## config.mk

```make
export PLATFORM = sky130hd
export DESIGN_NAME = cmc_mode_ctrl
export DESIGN_NICKNAME = d
export VERILOG_FILES = /design/src/cmc_pkg.sv /design/src/cmc_mode_ctrl.sv /design/src/cmc_run_detect.sv
export SDC_FILE = /design/constraint.sdc
export NUM_CORES = 1
export LEC_CHECK = 0
export BUFFER_PORTS_ARGS = -buffer_cell sky130_fd_sc_hd__clkbuf_2
export CORE_AREA = 5 5 68 95
export DETAILED_ROUTE_END_ITERATION = 6
export DIE_AREA = 0 0 73 100
export PLACE_DENSITY = 0.86
export SETUP_SLACK_MARGIN = 0.1
export SLEW_MARGIN = 10
export SYNTH_ARGS = -nofsm -noshare
export SYNTH_HDL_FRONTEND = slang
export SYNTH_HIERARCHICAL = 1
export SYNTH_SLANG_ARGS = --single-unit
```

## constraint.sdc

```tcl
create_clock -name clk_i -period 2.1 [get_ports clk_i]
set_input_delay 0.105 -clock clk_i [delete_from_list [all_inputs] [get_ports clk_i]]
set_output_delay 0.105 -clock clk_i [all_outputs]
set_load 0.02 [all_outputs]
```

## src/cmc_pkg.sv

```systemverilog
// constants, register map and state codes of the mode control block
// assumes an 8-bit register port and a protocol engine on the same clock
//
// Notes on behaviour
// auto recovery off leaves bus-off by software; on, after 128 runs of 11 recessive.
// auto wake-up off waits for software; on, bus activity clears sleep request and ack.
// retransmit off sends each message once; otherwise retry until success.
// lock off overwrites the newest message on full FIFO; lock on discards arrivals.
// priority bit 0 orders by identifier, 1 orders by request time.
// sleep entered only after the current frame ends; clearing the request exits.
// with auto wake-up, start of frame on receive line clears sleep request.
// leaving init waits 11 recessive bits, then clears init acknowledge.
// entering init waits for current activity, then sets init acknowledge.
// control and status registers both reset to 02h.
// read-only flags show receiver and transmitter activity.
// start of frame in sleep sets wake-up flag; enabled flag raises interrupt.
// status flags clear by writing one; writing zero leaves them.
// reserved control bit written zero; reserved status bits read zero.
// receiving flag ends 8 bit times after the acknowledge bit.
// received message stored no earlier than six bits plus sample point after ack.
// sleep acknowledge set in sleep mode and cleared on leaving it.
package cmc_pkg;
    // -------------------------------------------------------------------
    // register offsets
    // -------------------------------------------------------------------
    localparam logic [3:0] OFS_CTRL    = 4'h0;
    localparam logic [3:0] OFS_STATUS  = 4'h1;
    localparam logic [3:0] OFS_IRQ_EN  = 4'h2;
    localparam logic [3:0] OFS_IRQ_CLR = 4'h3;
    // -------------------------------------------------------------------
    // control bit positions
    // -------------------------------------------------------------------
    localparam int CTL_AUTO_BUSOFF = 6;
    localparam int CTL_AUTO_WAKE   = 5;
    localparam int CTL_NO_RETX     = 4;
    localparam int CTL_FIFO_LOCK   = 3;
    localparam int CTL_TX_CHRONO   = 2;
    localparam int CTL_SLEEP_REQ   = 1;
    localparam int CTL_INIT_REQ    = 0;
    localparam logic [7:0] CTL_WMASK = 8'h7F;
    // -------------------------------------------------------------------
    // status bit positions
    // -------------------------------------------------------------------
    localparam int STA_RECEIVING = 5;
    localparam int STA_TRANSMIT  = 4;
    localparam int STA_WAKEUP    = 3;
    localparam int STA_ERROR     = 2;
    localparam int STA_SLEEP_ACK = 1;
    localparam int STA_INIT_ACK  = 0;
    // -------------------------------------------------------------------
    // reset values
    // -------------------------------------------------------------------
    localparam logic [7:0] CTRL_RESET   = 8'h02;
    localparam logic [7:0] STATUS_RESET = 8'h02;
    localparam logic [7:0] ZERO_BYTE    = 8'h00;
    // -------------------------------------------------------------------
    // timing in bit times
    // -------------------------------------------------------------------
    localparam int RECESSIVE_RUN = 11;
    localparam int BUSOFF_RUNS   = 128;
    localparam logic [3:0] RX_END_BITS = 4'h8;
    localparam logic [3:0] STORE_BITS  = 4'h7;
    localparam logic [3:0] CNT_ONE     = 4'h1;
    // -------------------------------------------------------------------
    // operating modes
    // -------------------------------------------------------------------
    typedef enum logic [3:0] {
        ST_SLEEP  = 4'b0001,
        ST_INIT   = 4'b0010,
        ST_SYNC   = 4'b0100,
        ST_NORMAL = 4'b1000
    } cmc_state_type;
endpackage

```

## src/cmc_mode_ctrl.sv

```systemverilog
// mode control and master status of the controller
// assumes a protocol engine on clk_i giving bit ticks and frame events
//
// Our own choices: the strobed register port and the address map.
`timescale 1ns/1ns
`default_nettype none
module cmc_mode_ctrl #(
    parameter int RUN_BITS  = cmc_pkg::RECESSIVE_RUN,
    parameter int RECOVERY_RUNS = cmc_pkg::BUSOFF_RUNS
) (
    input  wire logic       clk_i,
    input  wire logic       rst_n_i,
    input  wire logic [3:0] addr_i,
    input  wire logic [7:0] wdata_i,
    input  wire logic       wr_i,
    input  wire logic       rd_i,
    output logic      [7:0] rdata_o,
    input  wire logic       can_rx_i,
    input  wire logic       bit_tick_i,
    input  wire logic       rx_start_i,
    input  wire logic       ack_end_i,
    input  wire logic       tx_active_i,
    input  wire logic       tx_end_i,
    input  wire logic       tx_ok_i,
    input  wire logic       error_event_i,
    input  wire logic       busoff_i,
    input  wire logic       fifo_full_i,
    output logic            init_mode_o,
    output logic            sleep_mode_o,
    output logic            tx_order_chronological_o,
    output logic            tx_retry_o,
    output logic            tx_release_o,
    output logic            fifo_store_o,
    output logic            fifo_overwrite_o,
    output logic            fifo_discard_o,
    output logic            busoff_leave_o,
    output logic            irq_o
);
    localparam int BW = $clog2(RECOVERY_RUNS + 1);
    localparam logic [BW-1:0] RUNS_LAST = BW'(RECOVERY_RUNS - 1);
    localparam logic [BW-1:0] RUNS_ONE  = BW'(1);

    initial
    begin
        if (RECOVERY_RUNS < 1) $error("recovery run count must be positive");
    end

    // -------------------------------------------------------------------
    // receive pin synchroniser and frame start
    // -------------------------------------------------------------------
    logic rx_meta_reg;
    logic rx_sync_reg;
    logic rx_prev_reg;
    logic sof;

    always_ff @(posedge clk_i or negedge rst_n_i)
    begin
        if (!rst_n_i)
        begin
            rx_meta_reg <= 1'b1;
            rx_sync_reg <= 1'b1;
            rx_prev_reg <= 1'b1;
        end
        else
        begin
            rx_meta_reg <= can_rx_i;
            rx_sync_reg <= rx_meta_reg;
            rx_prev_reg <= rx_sync_reg;
        end
    end

    assign sof = rx_prev_reg && !rx_sync_reg;

    // -------------------------------------------------------------------
    // recessive run detection
    // -------------------------------------------------------------------
    logic run_seen;
    logic sync_entry;

    cmc_run_detect #(
        .RUN_LEN    (RUN_BITS)
    ) u_run (
        .clk_i      (clk_i),
        .rst_n_i    (rst_n_i),
        .bit_tick_i (bit_tick_i),
        .rx_i       (rx_sync_reg),
        .clear_i    (sync_entry),
        .run_o      (run_seen)
    );

    // -------------------------------------------------------------------
    // mode state and control register
    // -------------------------------------------------------------------
    cmc_pkg::cmc_state_type state_reg;
    cmc_pkg::cmc_state_type state_next;
    logic [7:0] ctrl_reg;
    logic [7:0] ctrl_next;
    logic       init_ack_reg;
    logic       init_ack_next;
    logic       receiving_reg;
    logic       busy;
    logic       wr_ctrl;
    logic       sync_done;
    logic       auto_wake;

    assign busy      = receiving_reg || tx_active_i;
    assign wr_ctrl   = wr_i && (addr_i == cmc_pkg::OFS_CTRL);
    assign sync_done = (state_reg == cmc_pkg::ST_SYNC) && run_seen;
    // run count restarts when sync is entered, so a full run follows the release
    assign sync_entry = (state_next == cmc_pkg::ST_SYNC) && (state_reg != cmc_pkg::ST_SYNC);
    assign auto_wake = (state_reg == cmc_pkg::ST_SLEEP) && sof
                       && ctrl_reg[cmc_pkg::CTL_AUTO_WAKE];

    always_comb
    begin
        ctrl_next     = ctrl_reg;
        state_next    = state_reg;
        init_ack_next = init_ack_reg;
        if (wr_ctrl)
            ctrl_next = wdata_i & cmc_pkg::CTL_WMASK;
        if (auto_wake)
            ctrl_next[cmc_pkg::CTL_SLEEP_REQ] = 1'b0;
        unique case (state_reg)
            cmc_pkg::ST_SLEEP:
            begin
                if (!ctrl_reg[cmc_pkg::CTL_SLEEP_REQ] || auto_wake)
                begin
                    if (ctrl_reg[cmc_pkg::CTL_INIT_REQ])
                    begin
                        state_next    = cmc_pkg::ST_INIT;
                        init_ack_next = 1'b1;
                    end
                    else
                        state_next = cmc_pkg::ST_SYNC;
                end
            end
            cmc_pkg::ST_INIT:
            begin
                if (ctrl_reg[cmc_pkg::CTL_SLEEP_REQ])
                begin
                    state_next    = cmc_pkg::ST_SLEEP;
                    init_ack_next = 1'b0;
                end
                else if (!ctrl_reg[cmc_pkg::CTL_INIT_REQ])
                    state_next = cmc_pkg::ST_SYNC;
            end
            cmc_pkg::ST_SYNC:
            begin
                if (ctrl_reg[cmc_pkg::CTL_INIT_REQ])
                begin
                    state_next    = cmc_pkg::ST_INIT;
                    init_ack_next = 1'b1;
                end
                else if (run_seen)
                begin
                    state_next    = cmc_pkg::ST_NORMAL;
                    init_ack_next = 1'b0;
                end
            end
            cmc_pkg::ST_NORMAL:
            begin
                if (ctrl_reg[cmc_pkg::CTL_INIT_REQ] && !busy)
                begin
                    state_next    = cmc_pkg::ST_INIT;
                    init_ack_next = 1'b1;
                end
                else if (ctrl_reg[cmc_pkg::CTL_SLEEP_REQ] && !busy)
                    state_next = cmc_pkg::ST_SLEEP;
            end
        endcase
    end

    always_ff @(posedge clk_i or negedge rst_n_i)
    begin
        if (!rst_n_i)
        begin
            state_reg    <= cmc_pkg::ST_SLEEP;
            ctrl_reg     <= cmc_pkg::CTRL_RESET;
            init_ack_reg <= 1'b0;
        end
        else
        begin
            state_reg    <= state_next;
            ctrl_reg     <= ctrl_next;
            init_ack_reg <= init_ack_next;
        end
    end

    // -------------------------------------------------------------------
    // receive timing after acknowledge
    // -------------------------------------------------------------------
    logic [3:0] rx_cnt_reg;
    logic [3:0] rx_cnt_next;
    logic       rx_run_reg;
    logic       rx_run_next;
    logic       receiving_next;
    logic       store_evt;

    assign store_evt = rx_run_reg && bit_tick_i
                       && (rx_cnt_reg == cmc_pkg::STORE_BITS - cmc_pkg::CNT_ONE);

    always_comb
    begin
        rx_cnt_next    = rx_cnt_reg;
        rx_run_next    = rx_run_reg;
        receiving_next = receiving_reg;
        if (rx_start_i)
        begin
            receiving_next = 1'b1;
            rx_run_next    = 1'b0;
            rx_cnt_next    = '0;
        end
        else if (ack_end_i && receiving_reg)
        begin
            rx_run_next = 1'b1;
            rx_cnt_next = '0;
        end
        else if (rx_run_reg && bit_tick_i)
        begin
            rx_cnt_next = rx_cnt_reg + cmc_pkg::CNT_ONE;
            if (rx_cnt_reg == cmc_pkg::RX_END_BITS - cmc_pkg::CNT_ONE)
            begin
                receiving_next = 1'b0;
                rx_run_next    = 1'b0;
            end
        end
    end

    always_ff @(posedge clk_i or negedge rst_n_i)
    begin
        if (!rst_n_i)
        begin
            rx_cnt_reg    <= '0;
            rx_run_reg    <= 1'b0;
            receiving_reg <= 1'b0;
        end
        else
        begin
            rx_cnt_reg    <= rx_cnt_next;
            rx_run_reg    <= rx_run_next;
            receiving_reg <= receiving_next;
        end
    end

    // -------------------------------------------------------------------
    // flags, interrupt, bus-off recovery and action pulses
    // -------------------------------------------------------------------
    logic [BW-1:0] runs_reg;
    logic [BW-1:0] runs_next;
    logic [1:0] flag_reg;
    logic [1:0] flag_next;
    logic [1:0] irq_en_reg;
    logic [1:0] irq_en_next;
    logic [1:0] clr_bits;
    logic       tx_flag_reg;
    logic [9:0] pulse_reg;
    logic [9:0] pulse_next;
    logic [7:0] rdata_reg;
    logic [7:0] rdata_next;
    logic [7:0] status;

    assign status = {2'b00, receiving_reg, tx_flag_reg, flag_reg,
                     (state_reg == cmc_pkg::ST_SLEEP), init_ack_reg};
    assign clr_bits = ({2{wr_i && addr_i == cmc_pkg::OFS_STATUS}}
                      | {2{wr_i && addr_i == cmc_pkg::OFS_IRQ_CLR}})
                      & wdata_i[cmc_pkg::STA_WAKEUP:cmc_pkg::STA_ERROR];

    always_comb
    begin
        runs_next   = runs_reg;
        irq_en_next = irq_en_reg;
        rdata_next  = cmc_pkg::ZERO_BYTE;
        pulse_next  = '0;
        // software clear first, hardware set wins
        flag_next = flag_reg & ~clr_bits;
        if ((state_reg == cmc_pkg::ST_SLEEP) && sof)
            flag_next[1] = 1'b1;
        if (error_event_i)
            flag_next[0] = 1'b1;
        if (wr_i && addr_i == cmc_pkg::OFS_IRQ_EN)
            irq_en_next = wdata_i[cmc_pkg::STA_WAKEUP:cmc_pkg::STA_ERROR];
        if (!busoff_i)
            runs_next = '0;
        else if (run_seen)
            runs_next = (runs_reg == RUNS_LAST) ? '0 : runs_reg + RUNS_ONE;
        // busoff exit
        pulse_next[0] = busoff_i && (ctrl_reg[cmc_pkg::CTL_AUTO_BUSOFF]
                        ? (run_seen && runs_reg == RUNS_LAST) : sync_done);
        // retransmit policy
        pulse_next[1] = tx_end_i && !tx_ok_i && !ctrl_reg[cmc_pkg::CTL_NO_RETX];
        pulse_next[2] = tx_end_i && (tx_ok_i || ctrl_reg[cmc_pkg::CTL_NO_RETX]);
        // receive fifo policy
        pulse_next[3] = store_evt && !(fifo_full_i && ctrl_reg[cmc_pkg::CTL_FIFO_LOCK]);
        pulse_next[4] = store_evt && fifo_full_i && !ctrl_reg[cmc_pkg::CTL_FIFO_LOCK];
        pulse_next[5] = store_evt && fifo_full_i && ctrl_reg[cmc_pkg::CTL_FIFO_LOCK];
        pulse_next[6] = ctrl_next[cmc_pkg::CTL_TX_CHRONO];
        pulse_next[7] = (state_next == cmc_pkg::ST_INIT);
        pulse_next[8] = (state_next == cmc_pkg::ST_SLEEP);
        pulse_next[9] = |(flag_next & irq_en_next);
        if (rd_i)
        begin
            unique case (addr_i)
                cmc_pkg::OFS_CTRL:   rdata_next = ctrl_reg;
                cmc_pkg::OFS_STATUS: rdata_next = status;
                cmc_pkg::OFS_IRQ_EN: rdata_next = {4'h0, irq_en_reg, 2'b00};
                default:             rdata_next = cmc_pkg::ZERO_BYTE;
            endcase
        end
    end

    always_ff @(posedge clk_i or negedge rst_n_i)
    begin
        if (!rst_n_i)
        begin
            runs_reg    <= '0;
            flag_reg    <= '0;
            irq_en_reg  <= '0;
            tx_flag_reg <= 1'b0;
            pulse_reg   <= 10'h100;
            rdata_reg   <= cmc_pkg::ZERO_BYTE;
        end
        else
        begin
            runs_reg    <= runs_next;
            flag_reg    <= flag_next;
            irq_en_reg  <= irq_en_next;
            tx_flag_reg <= tx_active_i;
            pulse_reg   <= pulse_next;
            rdata_reg   <= rdata_next;
        end
    end

    assign busoff_leave_o           = pulse_reg[0];
    assign tx_retry_o               = pulse_reg[1];
    assign tx_release_o             = pulse_reg[2];
    assign fifo_store_o             = pulse_reg[3];
    assign fifo_overwrite_o         = pulse_reg[4];
    assign fifo_discard_o           = pulse_reg[5];
    assign tx_order_chronological_o = pulse_reg[6];
    assign init_mode_o              = pulse_reg[7];
    assign sleep_mode_o             = pulse_reg[8];
    assign irq_o                    = pulse_reg[9];
    assign rdata_o                  = rdata_reg;
endmodule // cmc_mode_ctrl
`default_nettype wire

```

## src/cmc_run_detect.sv

```systemverilog
// detector of a run of consecutive recessive bits
// assumes bit_tick_i marks each sample point, rx_i already synchronised
`timescale 1ns/1ns
`default_nettype none
module cmc_run_detect #(
    parameter int RUN_LEN = 11
) (
    input  wire logic clk_i,
    input  wire logic rst_n_i,
    input  wire logic bit_tick_i,
    input  wire logic rx_i,
    input  wire logic clear_i,
    output logic      run_o
);
    localparam int CW = $clog2(RUN_LEN + 1);
    localparam logic [CW-1:0] LAST = CW'(RUN_LEN - 1);
    localparam logic [CW-1:0] ONE  = CW'(1);

    initial
    begin
        if (RUN_LEN < 2) $error("run length too short");
    end

    logic [CW-1:0] cnt_reg;
    logic [CW-1:0] cnt_next;
    logic          run_reg;
    logic          run_next;

    // -------------------------------------------------------------------
    // counting
    // -------------------------------------------------------------------
    always_comb
    begin
        cnt_next = cnt_reg;
        run_next = 1'b0;
        if (clear_i)
            cnt_next = '0;
        else if (bit_tick_i)
        begin
            if (!rx_i)
                cnt_next = '0;
            else if (cnt_reg == LAST)
            begin
                cnt_next = '0;
                run_next = 1'b1;
            end
            else
                cnt_next = cnt_reg + ONE;
        end
    end

    always_ff @(posedge clk_i or negedge rst_n_i)
    begin
        if (!rst_n_i)
        begin
            cnt_reg <= '0;
            run_reg <= 1'b0;
        end
        else
        begin
            cnt_reg <= cnt_next;
            run_reg <= run_next;
        end
    end

    assign run_o = run_reg;
endmodule // cmc_run_detect
`default_nettype wire

```

After elaboration in Yosys (flattened, before gate mapping)
Index checks and enable logic that the tools add are counted.
- bits in registers: 57
- bits of input ports: 26
- output and inout port bits: 18
- logic and storage cells: 138
- add/sub/neg operators: 3
- eq/ne operators: 22
- muxes and demuxes: 44
- bitwise operators: 5
- reductions and logical operators: 45
- operators with widths (operator ; count):
    4-bit 2-to-1 mux ; 14
    1-bit logical AND ; 24
    8-bit 2-to-1 mux ; 3
    7-bit one-hot mux with 3 select lines ; 1
    1-bit 2-to-1 mux ; 20
    4-bit by 2-bit == test with 1-bit output (second input constant) ; 4
    4-bit by 3-bit == test with 1-bit output (second input constant) ; 4
    4-bit one-hot mux with 4 select lines ; 1
    4-bit by 1-bit == test with 1-bit output (second input constant) ; 3
    4-bit by 1-bit adder with 4-bit output (second input constant) ; 2
    8-bit by 1-bit adder with 8-bit output (second input constant) ; 1
    4-bit == test (second input constant) ; 2
    8-bit by 7-bit == test with 1-bit output (second input constant) ; 1
    2-bit inequality test (second input constant) ; 4
    2-bit nonzero test ; 4
    1-bit zero test ; 7
    7-bit 2-to-1 mux ; 1
    2-bit AND ; 3
    3-bit 2-to-1 mux ; 2
    3-bit nonzero test ; 2
    5-bit AND reduction ; 1
    4-bit zero test ; 1
    2-bit by 1-bit inequality test with 1-bit output (second input constant) ; 2
    4-bit by 3-bit inequality test with 1-bit output (second input constant) ; 1
    9 further kinds ; 11

Longest topological paths before layout
Gate-level depths: netlist of the first run.
- depth in word-level cells: 10
- depth in mapped cells: 8
- mapped depth without buffers: 7

Hierarchy
Netlist of the first run, hierarchy kept.
- modules (own cells, without submodules) (module ; times used ; cells an instance ; area an instance (µm²) ; seq. area each (µm²)):
    cmc_mode_ctrl ; 1 ; 222 ; 2447.3 ; 1258.7
    cmc_run_detect ; 1 ; 27 ; 271.5 ; 125.1

Least setup slack after synthesis of the first run
Ideal clock, no wire load.
- path type: register to register
- start point: register state_reg[0]
- end point: register u_run.run_reg (netlist: u_run/run_o)
- setup time: 0.153 ns
- arrival time: 2.117 ns
- required time: 1.947 ns
- slack: -0.170 ns
- cell stages (with the launch flop): 8
- buffers on the path: 1
- period minus slack after synthesis: 2.270 ns
- cell sequence: dfstp_2 -> clkbuf_8 -> nor4b_4 -> a21boi_2 -> o21a_1 -> or2_1 -> nor4b_1 -> nor3_1
- longest elaborated chain between the ends: 9
- elaborated cells between the ends (all ways): 19
- classes of those cells: eq/ne: 6; mux: 9; reduce/logical: 4
- RTL lines (element ; RTL line ; RTL):
    start: declaration ; cmc_mode_ctrl.sv:94 ; cmc_pkg::cmc_state_type state_reg;
    start signal: assignment ; cmc_mode_ctrl.sv:177 ; state_reg <= cmc_pkg::ST_SLEEP;
    start signal: assignment ; cmc_mode_ctrl.sv:183 ; state_reg <= state_next;
    4-bit by 1-bit == test with 1-bit output ; cmc_mode_ctrl.sv:111, cmc_mode_ctrl.sv:123 ;
    1-bit logical AND ; cmc_mode_ctrl.sv:111 ; assign auto_wake = (state_reg == cmc_pkg::ST_SLEEP) && sof
    1-bit logical AND ; cmc_mode_ctrl.sv:112 ; && ctrl_reg[cmc_pkg::CTL_AUTO_WAKE];
    1-bit logical OR ; cmc_mode_ctrl.sv:126 ; if (!ctrl_reg[cmc_pkg::CTL_SLEEP_REQ] || auto_wake)
    4-bit 2-to-1 mux ; cmc_mode_ctrl.sv:126 ;
    4-bit one-hot mux with 4 select lines * ; cmc_mode_ctrl.sv:123 ; unique case (state_reg)
    named net state_next[0] ; cmc_mode_ctrl.sv:95 ; cmc_pkg::cmc_state_type state_next;
    4-bit by 3-bit == test with 1-bit output * ; cmc_mode_ctrl.sv:110 ; assign sync_entry = (state_next == cmc_pkg::ST_SYNC) && (state_reg != cmc_pkg::ST_SYNC);
    1-bit logical AND * ; cmc_mode_ctrl.sv:110 ;
    named net sync_entry ; cmc_mode_ctrl.sv:78 ; logic sync_entry;
    1-bit 2-to-1 mux * ; cmc_run_detect.sv:36 ; if (clear_i)
    named net u_run.run_next ; cmc_run_detect.sv:27 ; logic run_next;
    end signal: assignment ; cmc_run_detect.sv:62 ; run_reg <= run_next;
    end: declaration ; cmc_run_detect.sv:26 ; logic run_reg;
The timed path passes the listed nets; every way through them passes the cells marked *.
A chain may end at the register's enable or synchronous reset.

Final worst setup path of the first run
- start point: register state_reg[0]
- end point: register u_run.cnt_reg[2]
- longest elaborated chain between the ends: 9
- elaborated cells between the ends (all ways): 20
- classes of those cells: eq/ne: 6; mux: 9; reduce/logical: 5
- RTL lines (element ; RTL line ; RTL):
    4-bit by 1-bit == test with 1-bit output ; cmc_mode_ctrl.sv:111, cmc_mode_ctrl.sv:123 ;
    1-bit logical AND ; cmc_mode_ctrl.sv:111 ;
    1-bit logical AND ; cmc_mode_ctrl.sv:112 ;
    1-bit logical OR ; cmc_mode_ctrl.sv:126 ;
    4-bit 2-to-1 mux ; cmc_mode_ctrl.sv:126 ;
    4-bit one-hot mux with 4 select lines * ; cmc_mode_ctrl.sv:123 ;
    named net state_next[2] ; cmc_mode_ctrl.sv:95 ;
    4-bit by 3-bit == test with 1-bit output * ; cmc_mode_ctrl.sv:110 ;
    1-bit logical AND * ; cmc_mode_ctrl.sv:110 ;
    named net sync_entry ; cmc_mode_ctrl.sv:78 ;
    4-bit 2-to-1 mux / 2-bit nonzero test (equally long branches) ; n/a ;
    end signal: assignment ; cmc_run_detect.sv:61 ; cnt_reg <= cnt_next;
    end: declaration ; cmc_run_detect.sv:24 ; logic [CW-1:0] cnt_reg;
Marked as above.

==> results of run 1 <==
## layout make-up
class | count | area share
clock buffer | 6 | 0.0219
clock inverter | 2 | 0.0117
inverter | 5 | 0.00567
multi-input combinational | 179 | 0.387
sequential | 55 | 0.418
tap | 68 | 0.0257
timing repair buffer | 69 | 0.130
## worst max path at each step
stage / start / endpoint / slack [ps] / depth (start not counted)
2_1_floorplan: state_reg[0] / u_run/run_o / 80 / 7
3_3_place_gp: state_reg[2] / u_run/run_o / 80 / 7
3_5_place_dp: state_reg[2] / u_run/run_o / 30 / 7
4_1_cts: state_reg[2] / u_run/run_o / 90 / 7
5_1_grt: state_reg[0] / u_run/cnt_reg[1] / -50 / 6
6_report: state_reg[0] / u_run/cnt_reg[2] / 70 / 6
## what timing repair did
item,4_1_cts,5_1_grt
setup endpoints to repair,6,7
hold buffers,6,0
resized for setup,2,9
hold endpoints to repair,54,0
pin swaps,0,6
buffers inserted,1,5
## per-stage QoR
stage | hold WS, ps | total power (uW)
6_report | 11.5 | 3110
5_1_grt | 6.07 | 3290
4_1_cts | 4.18 | 3010
3_5_place_dp | 200 | 2280
3_3_place_gp | 197 | 2240
2_1_floorplan | -191 | 2010
## per-layer routing
| metal | GRT usage | up-vias | wire, um |
|---|---|---|---|
| li1 | - | 1022 | - |
| met1 | 0.184 | 1063 | 2170 |
| met2 | 0.310 | 54 | 3230 |
| met3 | 0.0411 | 14 | 287 |
| met4 | 0.0568 | 0 | 120 |
| met5 | 0 | - | 0 |
## layout by cell type, fill, tap and decap left out, types with 7 or more instances in the layout
cell / synthesis / layout
sky130_fd_sc_hd__a21oi_1: 10 / 9
sky130_fd_sc_hd__buf_4: 2 / 22
sky130_fd_sc_hd__clkbuf_2: 0 / 41
sky130_fd_sc_hd__dfrtp_1: 49 / 48
sky130_fd_sc_hd__mux2_2: 8 / 8
sky130_fd_sc_hd__mux2i_1: 9 / 9
sky130_fd_sc_hd__nand2_1: 16 / 16
sky130_fd_sc_hd__nor2_1: 24 / 24
sky130_fd_sc_hd__nor3b_1: 7 / 7
sky130_fd_sc_hd__o21ai_0: 10 / 10
## kinds of logic (layout without fill, tap and decap cells)
| family | count (synthesis) | in the layout |
|---|---|---|
| DFF | 55 | 55 |
| buffers and inverters | 15 | 82 |
| AOI/OAI and AO/OA | 43 | 43 |
| xor gates and xnor gates | 6 | 6 |
| muxes | 17 | 17 |
| adders and majority gates | 5 | 5 |
| other | 1 | 1 |
| and+or+nand+nor | 107 | 107 |
## worst reg2reg max path, cell delays in order, from the launching register on
cell,delay [ps]
sky130_fd_sc_hd__dfstp_2,600
sky130_fd_sc_hd__nor4b_4,260
sky130_fd_sc_hd__buf_4,200
sky130_fd_sc_hd__a21oi_1,110
sky130_fd_sc_hd__o211ai_1,290
sky130_fd_sc_hd__nor4b_4,380
sky130_fd_sc_hd__a21oi_1,90
## where the power goes
| group | switching, uW | leakage [uW] | internal [uW] |
|---|---|---|---|
| Sequential | 131 | 0.000704 | 1210 |
| Clock | 338 | 0.0000558 | 360 |
| Combinational | 530 | 0.000757 | 544 |
==> results.rst, run 1 <==
.. list-table::
   :header-rows: 1

   * - Metric
     - Value
   * - Die width
     - roughly 73 um
   * - Worst-case setup margin in the final layout
     - approximately 66 ps
   * - Layout Skew
     - 9.04 ps
   * - Worst hold path stage count
     - 2
   * - Synthesized area per cell
     - 10.9 um2
   * - Fillers
     - between 400 and 500
   * - Portion of netlist area occupied by mux cells
     - 0.0663
   * - Synthesis Warnings
     - 6
   * - Arr. time, crit path
     - 2220 ps
   * - Worst setup slack for register-to-register paths
     - ~66 ps
   * - Fin crit share
     - 0.969
   * - Cell area reported after detailed placement
     - ~3000 um2
   * - Family with the most delay on the worst path
     - simple AND/OR/NAND/NOR gates
   * - Startpoint type of the worst setup path
     - register
   * - Slowest stage delay, CP
     - approximately 600 ps
   * - CTS Sinks
     - 55
   * - DRC violations left
     - 0
   * - Start of the worst register-to-register path
     - state_reg[0]
   * - Vertical extent of the die
     - about 100 um
   * - Simple-gate share of the synthesized area
     - 0.232
   * - CTS clock-pin slew for the worst setup and hold paths
     - roughly 100 ps
   * - Post-synthesis instance total
     - 249
   * - Antenna violations before repair
     - 0
   * - Multi-input logic area
     - about 1300 um2
   * - Most used flip-flop cell after synthesis
     - sky130_fd_sc_hd__dfrtp_1
   * - Final slew viol count
     - 0
   * - Required time of the critical path
     - 2280 ps
   * - Worst-path cell with the longest stage delay
     - sky130_fd_sc_hd__dfstp_2
   * - Synthesized Nets
     - 280
   * - First-pass GRT wire length
     - 9800 um
   * - Max FFs per register
     - 10
   * - Layout overhead on the synthesized area
     - 21.8%
   * - Minimum clock period
     - ~2000 ps
   * - Detailed placement HPWL
     - 4100 um
   * - Ports
     - 44
   * - Setup violations, final
     - 0
   * - Flip-flop and latch area
     - between 1000 and 1500 um2
   * - Critical path cell sequence
     - nor4b_4, buf_4, a21oi_1, o211ai_1, nor4b_4, a21oi_1
   * - Measured slew at the worst slew-check pin
     - roughly 670 ps
   * - Final-stage net count
     - around 350
   * - Area leader, netlist
     - sky130_fd_sc_hd__dfrtp_1
   * - Parity-gate share of the synthesized area counting xor and xnor cells
     - 0.0193
   * - Main combinational cell family by area after synthesis
     - simple AND/OR/NAND/NOR gates
   * - Congestion Overflow GR
     - 0
   * - Number of CTS-inserted buffers
     - 5
   * - Number of vias in the routed layout
     - approximately 2200
   * - GRT Util Overall
     - 0.169
   * - Number of placement rows
     - 32
   * - Share of flip-flops with an asynchronous set or reset
     - 1.00
   * - Sequential fraction of the synthesis area
     - 0.509
   * - Sum of negative setup slack
     - 0 ps
   * - Capture endpoint of the worst hold path
     - flag_reg[0]
   * - Fraction of layout cells with a size suffix above 1
     - 0.320
   * - Adder-cell share of the synthesized area
     - 0.0230
   * - Area of the die
     - ~7300 um2
   * - Endpoint of the worst register-to-register path
     - u_run/cnt_reg[2]
   * - Peak ir drop on the vdd network
     - 0.525 mV
   * - Synthesized area
     - between 2000 and 3000 um2
   * - Final cell count without fillers
     - 384
   * - Run status
     - finished clean
   * - Category of the critical setup timing path
     - register to register
   * - Core outline area
     - between 5000 and 6000 um2
   * - Startpoint of the most critical hold path
     - error_event_i
   * - Critical Path End Type
     - register
   * - Synth Area in Compound Gates
     - 0.107
   * - Vias/cell
     - around 5.6
   * - Buffers plus inverters on the worst setup path
     - 1
   * - Lkg Pwr
     - 0.00152 uW
   * - Post-layout util
     - 0.608
   * - Number of global-route vias before repair
     - about 2200
   * - Number of flip-flops and latches in the synthesized netlist
     - between 50 and 60
   * - Hold Path Class
     - input port to register
   * - Top-area cell type share of the netlist area
     - 0.451
   * - Port Buffer Count
     - 41
   * - Total iterations of the first detailed-routing run
     - 4
   * - Summed area of non-filler cells in the final layout
     - 3310 um2
   * - Synth area leaders
     - sky130_fd_sc_hd__dfrtp_1 (45%), sky130_fd_sc_hd__dfstp_2 (5.8%), sky130_fd_sc_hd__mux2i_1 (3.3%)
   * - Number of H-tree levels
     - 2
   * - Per-cell routed wire length
     - ~15 um
   * - Count of cells along the worst register-to-register path
     - 6
   * - Relative slew slack
     - 0.552
   * - Number of enable flip-flop cells after synthesis
     - 0
   * - # diodes
     - 0
   * - Pin count of the biggest net entering global routing
     - 56
   * - Commonest cells in the synthesized netlist
     - sky130_fd_sc_hd__dfrtp_1 (49), sky130_fd_sc_hd__nor2_1 (24), sky130_fd_sc_hd__nand2_1 (16), sky130_fd_sc_hd__a21oi_1 (10), sky130_fd_sc_hd__o21ai_0 (10)
   * - Iter 0 DRT Violations
     - roughly 160
   * - Buffer type at the clock tree root
     - sky130_fd_sc_hd__clkbuf_8
   * - P per Cell Area
     - roughly 940 nW/um2
   * - Maximum capacitance violations
     - 0
   * - Post-Place Worst Slack
     - 30.0 ps
   * - Final hold vios
     - 0
   * - Largest fanout of any net on the critical path
     - 6
   * - Clock Tree Buf Depth
     - 2
   * - CTS tree
     - yes
   * - Wire length after detailed routing
     - a little under 6000 um
   * - Routability congestion estimate from global placement
     - 0.823
   * - Starting Density
     - 0.499
   * - Clk_lat worst skew
     - slightly above 300 ps
   * - Placed cell count
     - 364
   * - Number of distinct library cells after synthesis
     - 53
   * - Maximum operating frequency
     - slightly below 500 MHz
   * - Setup repair after global routing missed its margin
     - yes
   * - Antenna violation net count after detailed routing
     - 0
   * - Cell with the most instances after synthesis
     - sky130_fd_sc_hd__dfrtp_1
Power figures use the tool's default switching activity.
==> run 2, diff against run 1 <==
CORE_AREA = 4 4 67 94   (was 5 5 68 95)
CTS_BUF_LIST = sky130_fd_sc_hd__clkbuf_8 sky130_fd_sc_hd__clkbuf_16   (was unset)
DIE_AREA = 0 0 71 98   (was 0 0 73 100)
SLEW_MARGIN = 40   (was 10)
==> run 2 against run 1 <==
  * Hold slack better by 7.3 ps
  * Utilization down 0.76 points
  * Cell count down 0.52%
  * Global-route usage down 0.96 points
  * Clock power down 13%
  * Sequential share of layout area up 0.57 points
==> results.rst, run 2 (synthesis results as in run 1) <==
.. list-table::
   :header-rows: 1

   * - Metric
     - Value
   * - Most common library cell in the layout ignoring fill and taps
     - sky130_fd_sc_hd__dfrtp_1 (unchanged)
   * - Fraction of power consumed by sequential logic
     - 0.451 (was 0.430)
   * - Setup violations, final
     - 0 (unchanged)
   * - Relative contribution of combinational cells to total power
     - 0.341 (was 0.346)
   * - Antenna violation net count after detailed routing
     - 0 (unchanged)
   * - Critical Path End Type
     - register (unchanged)
   * - Port Buffer Count
     - 41 (unchanged)
   * - Minimum clock period
     - 1980 ps (was 2030 ps)
   * - Ports
     - 44 (unchanged)
   * - Antenna violations before repair
     - 0 (unchanged)
   * - Number of global-route vias before repair
     - 2114 (was 2217)
   * - Max FFs per register
     - 10 (unchanged)
   * - Maximum capacitance violations
     - 0 (unchanged)
   * - Category of the critical setup timing path
     - register to register (unchanged)
   * - Cell area reported after detailed placement
     - 3060 um2 (was 3050 um2)
   * - Wire length after detailed routing
     - 5340 um (was 5810 um)
   * - Number of vias in the routed layout
     - 2070 (was 2153)
   * - Number of H-tree levels
     - 2 (unchanged)
   * - Worst-path cell with the longest stage delay
     - sky130_fd_sc_hd__or4b_4 (was sky130_fd_sc_hd__dfstp_2)
   * - CTS clock-pin slew for the worst setup and hold paths
     - 110 ps (was 100 ps)
   * - Number of CTS-inserted buffers
     - 5 (unchanged)
   * - Arr. time, crit path
     - 2210 ps (was 2220 ps)
   * - Fin crit share
     - 0.944 (was 0.969)
   * - Layout overhead on the synthesized area
     - 20.3% (was 21.8%)
   * - Fraction of power spent switching nets
     - 0.334 (was 0.321)
   * - Peak ir drop on the vdd network
     - 0.528 mV (was 0.525 mV)
   * - Die width
     - 71 um (was 73 um)
   * - Number of placement rows
     - 32 (unchanged)
   * - Pwr Total
     - 2940 uW (was 3110 uW)
   * - Relative contribution of the clock network to total power
     - 0.208 (was 0.225)
   * - Routability congestion estimate from global placement
     - 0.806 (was 0.823)
   * - Buffer type at the clock tree root
     - sky130_fd_sc_hd__clkbuf_8 (unchanged)
   * - Congestion Overflow GR
     - 0 (unchanged)
   * - Vertical extent of the die
     - 98 um (was 100 um)
   * - Startpoint type of the worst setup path
     - register (unchanged)
   * - GRT Util Overall
     - 0.159 (was 0.169)
   * - DRC violations left
     - 0 (unchanged)
   * - Hold Path Class
     - input port to register (unchanged)
   * - Maximum operating frequency
     - 504 MHz (was 492 MHz)
   * - Lkg Pwr
     - 0.00148 uW (was 0.00152 uW)
   * - Setup repair after global routing missed its margin
     - yes (unchanged)
   * - Net load switching power
     - 981 uW (was 998 uW)
   * - Fraction of layout cells with a size suffix above 1
     - 0.303 (was 0.320)
   * - Final slew viol count
     - 0 (unchanged)
   * - Design internal power
     - 1960 uW (was 2110 uW)
   * - Final hold vios
     - 0 (unchanged)
   * - Vias/cell
     - 5.42 (was 5.61)
   * - Iter 0 DRT Violations
     - 70 (was 162)
   * - Measured slew at the worst slew-check pin
     - 498 ps (was 672 ps)
   * - Largest fanout of any net on the critical path
     - 5 (was 6)
   * - Commonest cells after routing, fill and taps aside
     - sky130_fd_sc_hd__dfrtp_1 (47), sky130_fd_sc_hd__clkbuf_2 (41), sky130_fd_sc_hd__nor2_1 (24) (was sky130_fd_sc_hd__dfrtp_1 (48), sky130_fd_sc_hd__clkbuf_2 (41), sky130_fd_sc_hd__nor2_1 (24))
   * - Clk_lat worst skew
     - 320 ps (was 310 ps)
   * - Clock Tree Buf Depth
     - 2 (unchanged)
   * - Sum of negative setup slack
     - 0 ps (unchanged)
   * - # diodes
     - 0 (unchanged)
   * - Buffers plus inverters on the worst setup path
     - 1 (unchanged)
   * - Final-stage net count
     - 344 (was 346)
   * - Critical path cell sequence
     - or4b_4, o31ai_2, and3b_1, a211o_1, inv_2, nor4b_4, nor3_2 (was nor4b_4, buf_4, a21oi_1, o211ai_1, nor4b_4, a21oi_1)
   * - Starting Density
     - 0.499 (unchanged)
   * - Slowest stage delay, CP
     - 560 ps (was 600 ps)
   * - Run status
     - finished clean (unchanged)
   * - CTS tree
     - yes (unchanged)
   * - Required time of the critical path
     - 2330 ps (was 2280 ps)
   * - First-pass GRT wire length
     - 9110 um (was 9800 um)
   * - Total iterations of the first detailed-routing run
     - 4 (unchanged)
   * - Layout Skew
     - 17.8 ps (was 9.04 ps)
   * - Pin count of the biggest net entering global routing
     - 56 (unchanged)
   * - Area of the die
     - 6960 um2 (was 7300 um2)
   * - Relative slew slack
     - 0.663 (was 0.552)
   * - CTS Sinks
     - 55 (unchanged)
   * - Family with the most delay on the worst path
     - simple AND/OR/NAND/NOR gates (unchanged)
   * - Per-cell routed wire length
     - 14.0 um (was 15.1 um)
   * - Detailed placement HPWL
     - 3960 um (was 4100 um)
   * - Summed area of non-filler cells in the final layout
     - 3270 um2 (was 3310 um2)
   * - P per Cell Area
     - 898 nW/um2 (was 939 nW/um2)
   * - Core outline area
     - 5450 um2 (unchanged)
-- run 2: stage by stage --
| stage | hold slack (ps) | std cells | utilization | setup slack (ps) |
|---|---|---|---|---|
| 3_3_place_gp | 125 | 364 | 0.562 | 105 |
| 5_1_grt | 21.0 | 382 | 0.601 | 0.697 |
| 3_5_place_dp | 131 | 364 | 0.562 | 35.5 |
| 6_report | 18.8 | 382 | 0.601 | 117 |
| 4_1_cts | 11.9 | 381 | 0.597 | 87.6 |
| 2_1_floorplan | -191 | 249 | - | 82.4 |
-- run 2: layout make-up --
cell class              count  area, um2
fillers                   456       2170
flip-flops and latches     55       1390
multi-input cells         179       1250
repair buffers             67        437
well taps                  68       85.1
clock buffers               5       68.8
clock inverters             3       27.5
inverters                   5       18.8
-- run 2: worst paths after layout --
check / cells after the start / slack (ps) / from / end
setup / recovery: 7 / 120 / state_reg[2] / u_run/run_o
hold / removal: 3 / 20 / rd_i / rdata_o[3]
setup reg to reg: 7 / 120 / state_reg[2] / u_run/run_o
hold reg to reg: 0 / 360 / rx_meta_reg / rx_sync_reg
max in group asynchronous: 3 / 1490 / rst_n_i / pulse_reg[8]
min in group asynchronous: 3 / 300 / rst_n_i / rdata_o[2]
-- run 2: what timing repair did --
action | in CTS | in global routing
setup endpoints to repair | 1 | 7
gates resized for setup | 4 | 4
endpoints found under the hold margin | 57 | 0
hold buffers | 8 | 0
pin swaps | 0 | 1
setup buffers | 1 | 1
-- run 2: worst reg2reg max path, stage by stage (launching register included) --
cell	delay (ps)
sky130_fd_sc_hd__dfrtp_2	440
sky130_fd_sc_hd__or4b_4	560
sky130_fd_sc_hd__o31ai_2	100
sky130_fd_sc_hd__and3b_1	210
sky130_fd_sc_hd__a211o_1	290
sky130_fd_sc_hd__inv_2	90
sky130_fd_sc_hd__nor4b_4	60
sky130_fd_sc_hd__nor3_2	170
-- run 2: power by group through the flow --
stage	Clock, uW	Sequential [uW]	Combinational, uW
floorplan	0	1340	671
global placement	0	1340	900
detailed placement	0	1350	931
CTS	633	1320	980
global route	675	1340	1100
finish	610	1330	1000
-- run 2: metal layers --
metal  share of wire  vias up  track usage
met5               0        -            0
met4           0.013        0       0.0550
met3           0.033        6       0.0299
met2            0.55       36        0.298
met1            0.40     1012        0.176
li1                -     1016            -
==> run 3, diff against run 2 <==
CORE_AREA = 4 4 65 91   (was 4 4 67 94)
DIE_AREA = 0 0 69 95   (was 0 0 71 98)
PLACE_DENSITY = 0.88   (was 0.86)
clock period = 2.45 ns   (was 2.1 ns; I/O delays follow)
==> run 3 against run 2 <==
  * Combinational power shrank 25%
  * Sequential share of layout area grew 1.2 points
  * Power shrank 15%
  * Via count shrank 0.24%
  * Highest routed layer unchanged
==> results.rst, run 3 (synthesis results as in run 1) <==
.. list-table::
   :header-rows: 1

   * - Metric
     - Value
   * - Vias/cell
     - 5.57 (was 5.42)
   * - Lkg Pwr
     - 0.00144 uW (was 0.00148 uW)
   * - Fraction of layout cells with a size suffix above 1
     - 0.272 (was 0.303)
   * - Routability congestion estimate from global placement
     - 0.825 (was 0.806)
   * - Required time of the critical path
     - 2680 ps (was 2330 ps)
   * - Final slew viol count
     - 0 (unchanged)
   * - Buffer type at the clock tree root
     - sky130_fd_sc_hd__clkbuf_8 (unchanged)
   * - Core outline area
     - 5120 um2 (was 5450 um2)
   * - Final cell count without fillers
     - 371 (was 382)
   * - Starting Density
     - 0.531 (was 0.499)
   * - Critical Path End Type
     - register (unchanged)
   * - Layout overhead on the synthesized area
     - 16.9% (was 20.3%)
   * - Ports
     - 44 (unchanged)
   * - Vertical extent of the die
     - 95 um (was 98 um)
   * - # diodes
     - 0 (unchanged)
   * - GRT Util Overall
     - 0.183 (was 0.159)
   * - Hold Path Class
     - input port to register (unchanged)
   * - Largest fanout of any net on the critical path
     - 9 (was 5)
   * - Antenna violations before repair
     - 0 (unchanged)
   * - CTS Sinks
     - 55 (unchanged)
   * - Critical path cell sequence
     - buf_4, or4b_4, o31ai_2, and3b_1, a211o_1, inv_1, nor4b_2, a31oi_1 (was or4b_4, o31ai_2, and3b_1, a211o_1, inv_2, nor4b_4, nor3_2)
   * - Pin count of the biggest net entering global routing
     - 56 (unchanged)
   * - Number of placement rows
     - 31 (was 32)
   * - Layout Skew
     - 12.0 ps (was 17.8 ps)
   * - Number of CTS-inserted buffers
     - 5 (unchanged)
   * - Measured slew at the worst slew-check pin
     - 681 ps (was 498 ps)
   * - Sum of negative setup slack
     - 0 ps (unchanged)
   * - Peak ir drop on the vdd network
     - 0.451 mV (was 0.528 mV)
   * - P per Cell Area
     - 785 nW/um2 (was 898 nW/um2)
   * - Congestion Overflow GR
     - 0 (unchanged)
   * - Placed cell count
     - 356 (was 364)
   * - Setup violations, final
     - 0 (unchanged)
   * - Family with the most delay on the worst path
     - simple AND/OR/NAND/NOR gates (unchanged)
   * - Detailed placement HPWL
     - 3940 um (was 3960 um)
   * - Iter 0 DRT Violations
     - 110 (was 70)
   * - Buffers plus inverters on the worst setup path
     - 2 (was 1)
   * - Category of the critical setup timing path
     - register to register (unchanged)
   * - Max FFs per register
     - 10 (unchanged)
   * - Fin crit share
     - 0.897 (was 0.944)
   * - Commonest cells after routing, fill and taps aside
     - sky130_fd_sc_hd__dfrtp_1 (48), sky130_fd_sc_hd__clkbuf_2 (41), sky130_fd_sc_hd__nor2_1 (24) (was sky130_fd_sc_hd__dfrtp_1 (47), sky130_fd_sc_hd__clkbuf_2 (41), sky130_fd_sc_hd__nor2_1 (24))
   * - Number of H-tree levels
     - 2 (unchanged)
   * - Worst-case setup margin in the final layout
     - 253 ps (was 117 ps)
   * - Startpoint type of the worst setup path
     - register (unchanged)
   * - Clock Tree Buf Depth
     - 2 (unchanged)
   * - Slowest stage delay, CP
     - 550 ps (was 560 ps)
   * - Clk_lat worst skew
     - 320 ps (about the same)
   * - Port Buffer Count
     - 41 (unchanged)
   * - Number of global-route vias before repair
     - 2129 (was 2114)
   * - Setup repair after global routing missed its margin
     - no (was yes)
   * - Relative slew slack
     - 0.544 (was 0.663)
   * - Post-layout util
     - 0.621 (was 0.601)
   * - Final hold vios
     - 0 (unchanged)
   * - DRC violations left
     - 0 (unchanged)
   * - Total iterations of the first detailed-routing run
     - 4 (unchanged)
   * - Wire length after detailed routing
     - 5550 um (was 5340 um)
   * - Minimum clock period
     - 2200 ps (was 1980 ps)
   * - First-pass GRT wire length
     - 9550 um (was 9110 um)
   * - Run status
     - finished clean (unchanged)
   * - Most common library cell in the layout ignoring fill and taps
     - sky130_fd_sc_hd__dfrtp_1 (unchanged)
   * - Worst-path cell with the longest stage delay
     - sky130_fd_sc_hd__or4b_4 (unchanged)
   * - Antenna violation net count after detailed routing
     - 0 (unchanged)
   * - Area of the die
     - 6560 um2 (was 6960 um2)
   * - Maximum capacitance violations
     - 0 (unchanged)
   * - Final-stage net count
     - 335 (was 344)
   * - Per-cell routed wire length
     - 15.0 um (was 14.0 um)
   * - Die width
     - 69 um (was 71 um)
   * - CTS clock-pin slew for the worst setup and hold paths
     - 100 ps (was 110 ps)
   * - Post-Place Worst Slack
     - -43.7 ps (was 35.5 ps)
   * - CTS tree
     - yes (unchanged)
   * - Arr. time, crit path
     - 2420 ps (was 2210 ps)
   * - Maximum operating frequency
     - 455 MHz (was 504 MHz)
   * - Number of vias in the routed layout
     - 2065 (was 2070)
==> run 3: changes by cell type in the layout (fill, tap and decap cells not counted), sizes merged <==
cell	previous run	this run
bufinv	0	1
buf	18	11
clkinvlp	1	0
dlygate4sd3	8	6
==> run 3: final cells by class <==
| type | instances | area [um2] |
|---|---|---|
| timing repair buffer | 58 | 348 |
| tap | 66 | 82.6 |
| clock buffer | 5 | 68.8 |
| clock inverter | 3 | 47.5 |
| fill | 413 | 1940 |
| multi-input combinational | 179 | 1230 |
| inverter | 5 | 18.8 |
| sequential | 55 | 1390 |
==> run 3: power by group <==
| part | switching [uW] | internal (uW) | leakage (uW) |
|---|---|---|---|
| clock network | 300 | 310 | 0.0000587 |
| registers | 96.3 | 1030 | 0.000704 |
| logic | 398 | 357 | 0.000680 |
| total | 794 | 1700 | 0.00144 |
==> run 3: per-stage QoR <==
stage          total power, uW  area (um2)  hold WS (ps)
2_1_floorplan             1690        2720          -173
3_3_place_gp              1830        2990           211
3_5_place_dp              1860        2990           212
4_1_cts                   2490        3170          14.6
5_1_grt                   2650        3180          7.64
6_report                  2500        3180          16.9
==> run 3: what timing repair did <==
item	4_1_cts	5_1_grt
resized for setup	1	1
hold endpoints to repair	54	0
endpoints found under the setup margin	5	2
hold buffers	6	0
setup buffers	0	1
pin swaps	0	1
==> run 3: metal layers <==
layer	GRT usage	routed length, um
met1	0.191	2180
met2	0.346	3030
met3	0.0415	200
met4	0.0831	137
met5	0	0
==> run 3: worst paths after layout <==
| check | slack, ps | startpoint | endpoint | cells after the start |
|---|---|---|---|---|
| setup / recovery | 250 | state_reg[2] | u_run/cnt_reg[3] | 8 |
| hold / removal | 20 | tx_end_i | pulse_reg[2] | 2 |
| setup reg to reg | 250 | state_reg[2] | u_run/cnt_reg[3] | 8 |
| hold reg to reg | 360 | rx_meta_reg | rx_sync_reg | 0 |
| max in group asynchronous | 1500 | rst_n_i | state_reg[2] | 3 |
| min in group asynchronous | 450 | rst_n_i | ctrl_reg[4] | 3 |
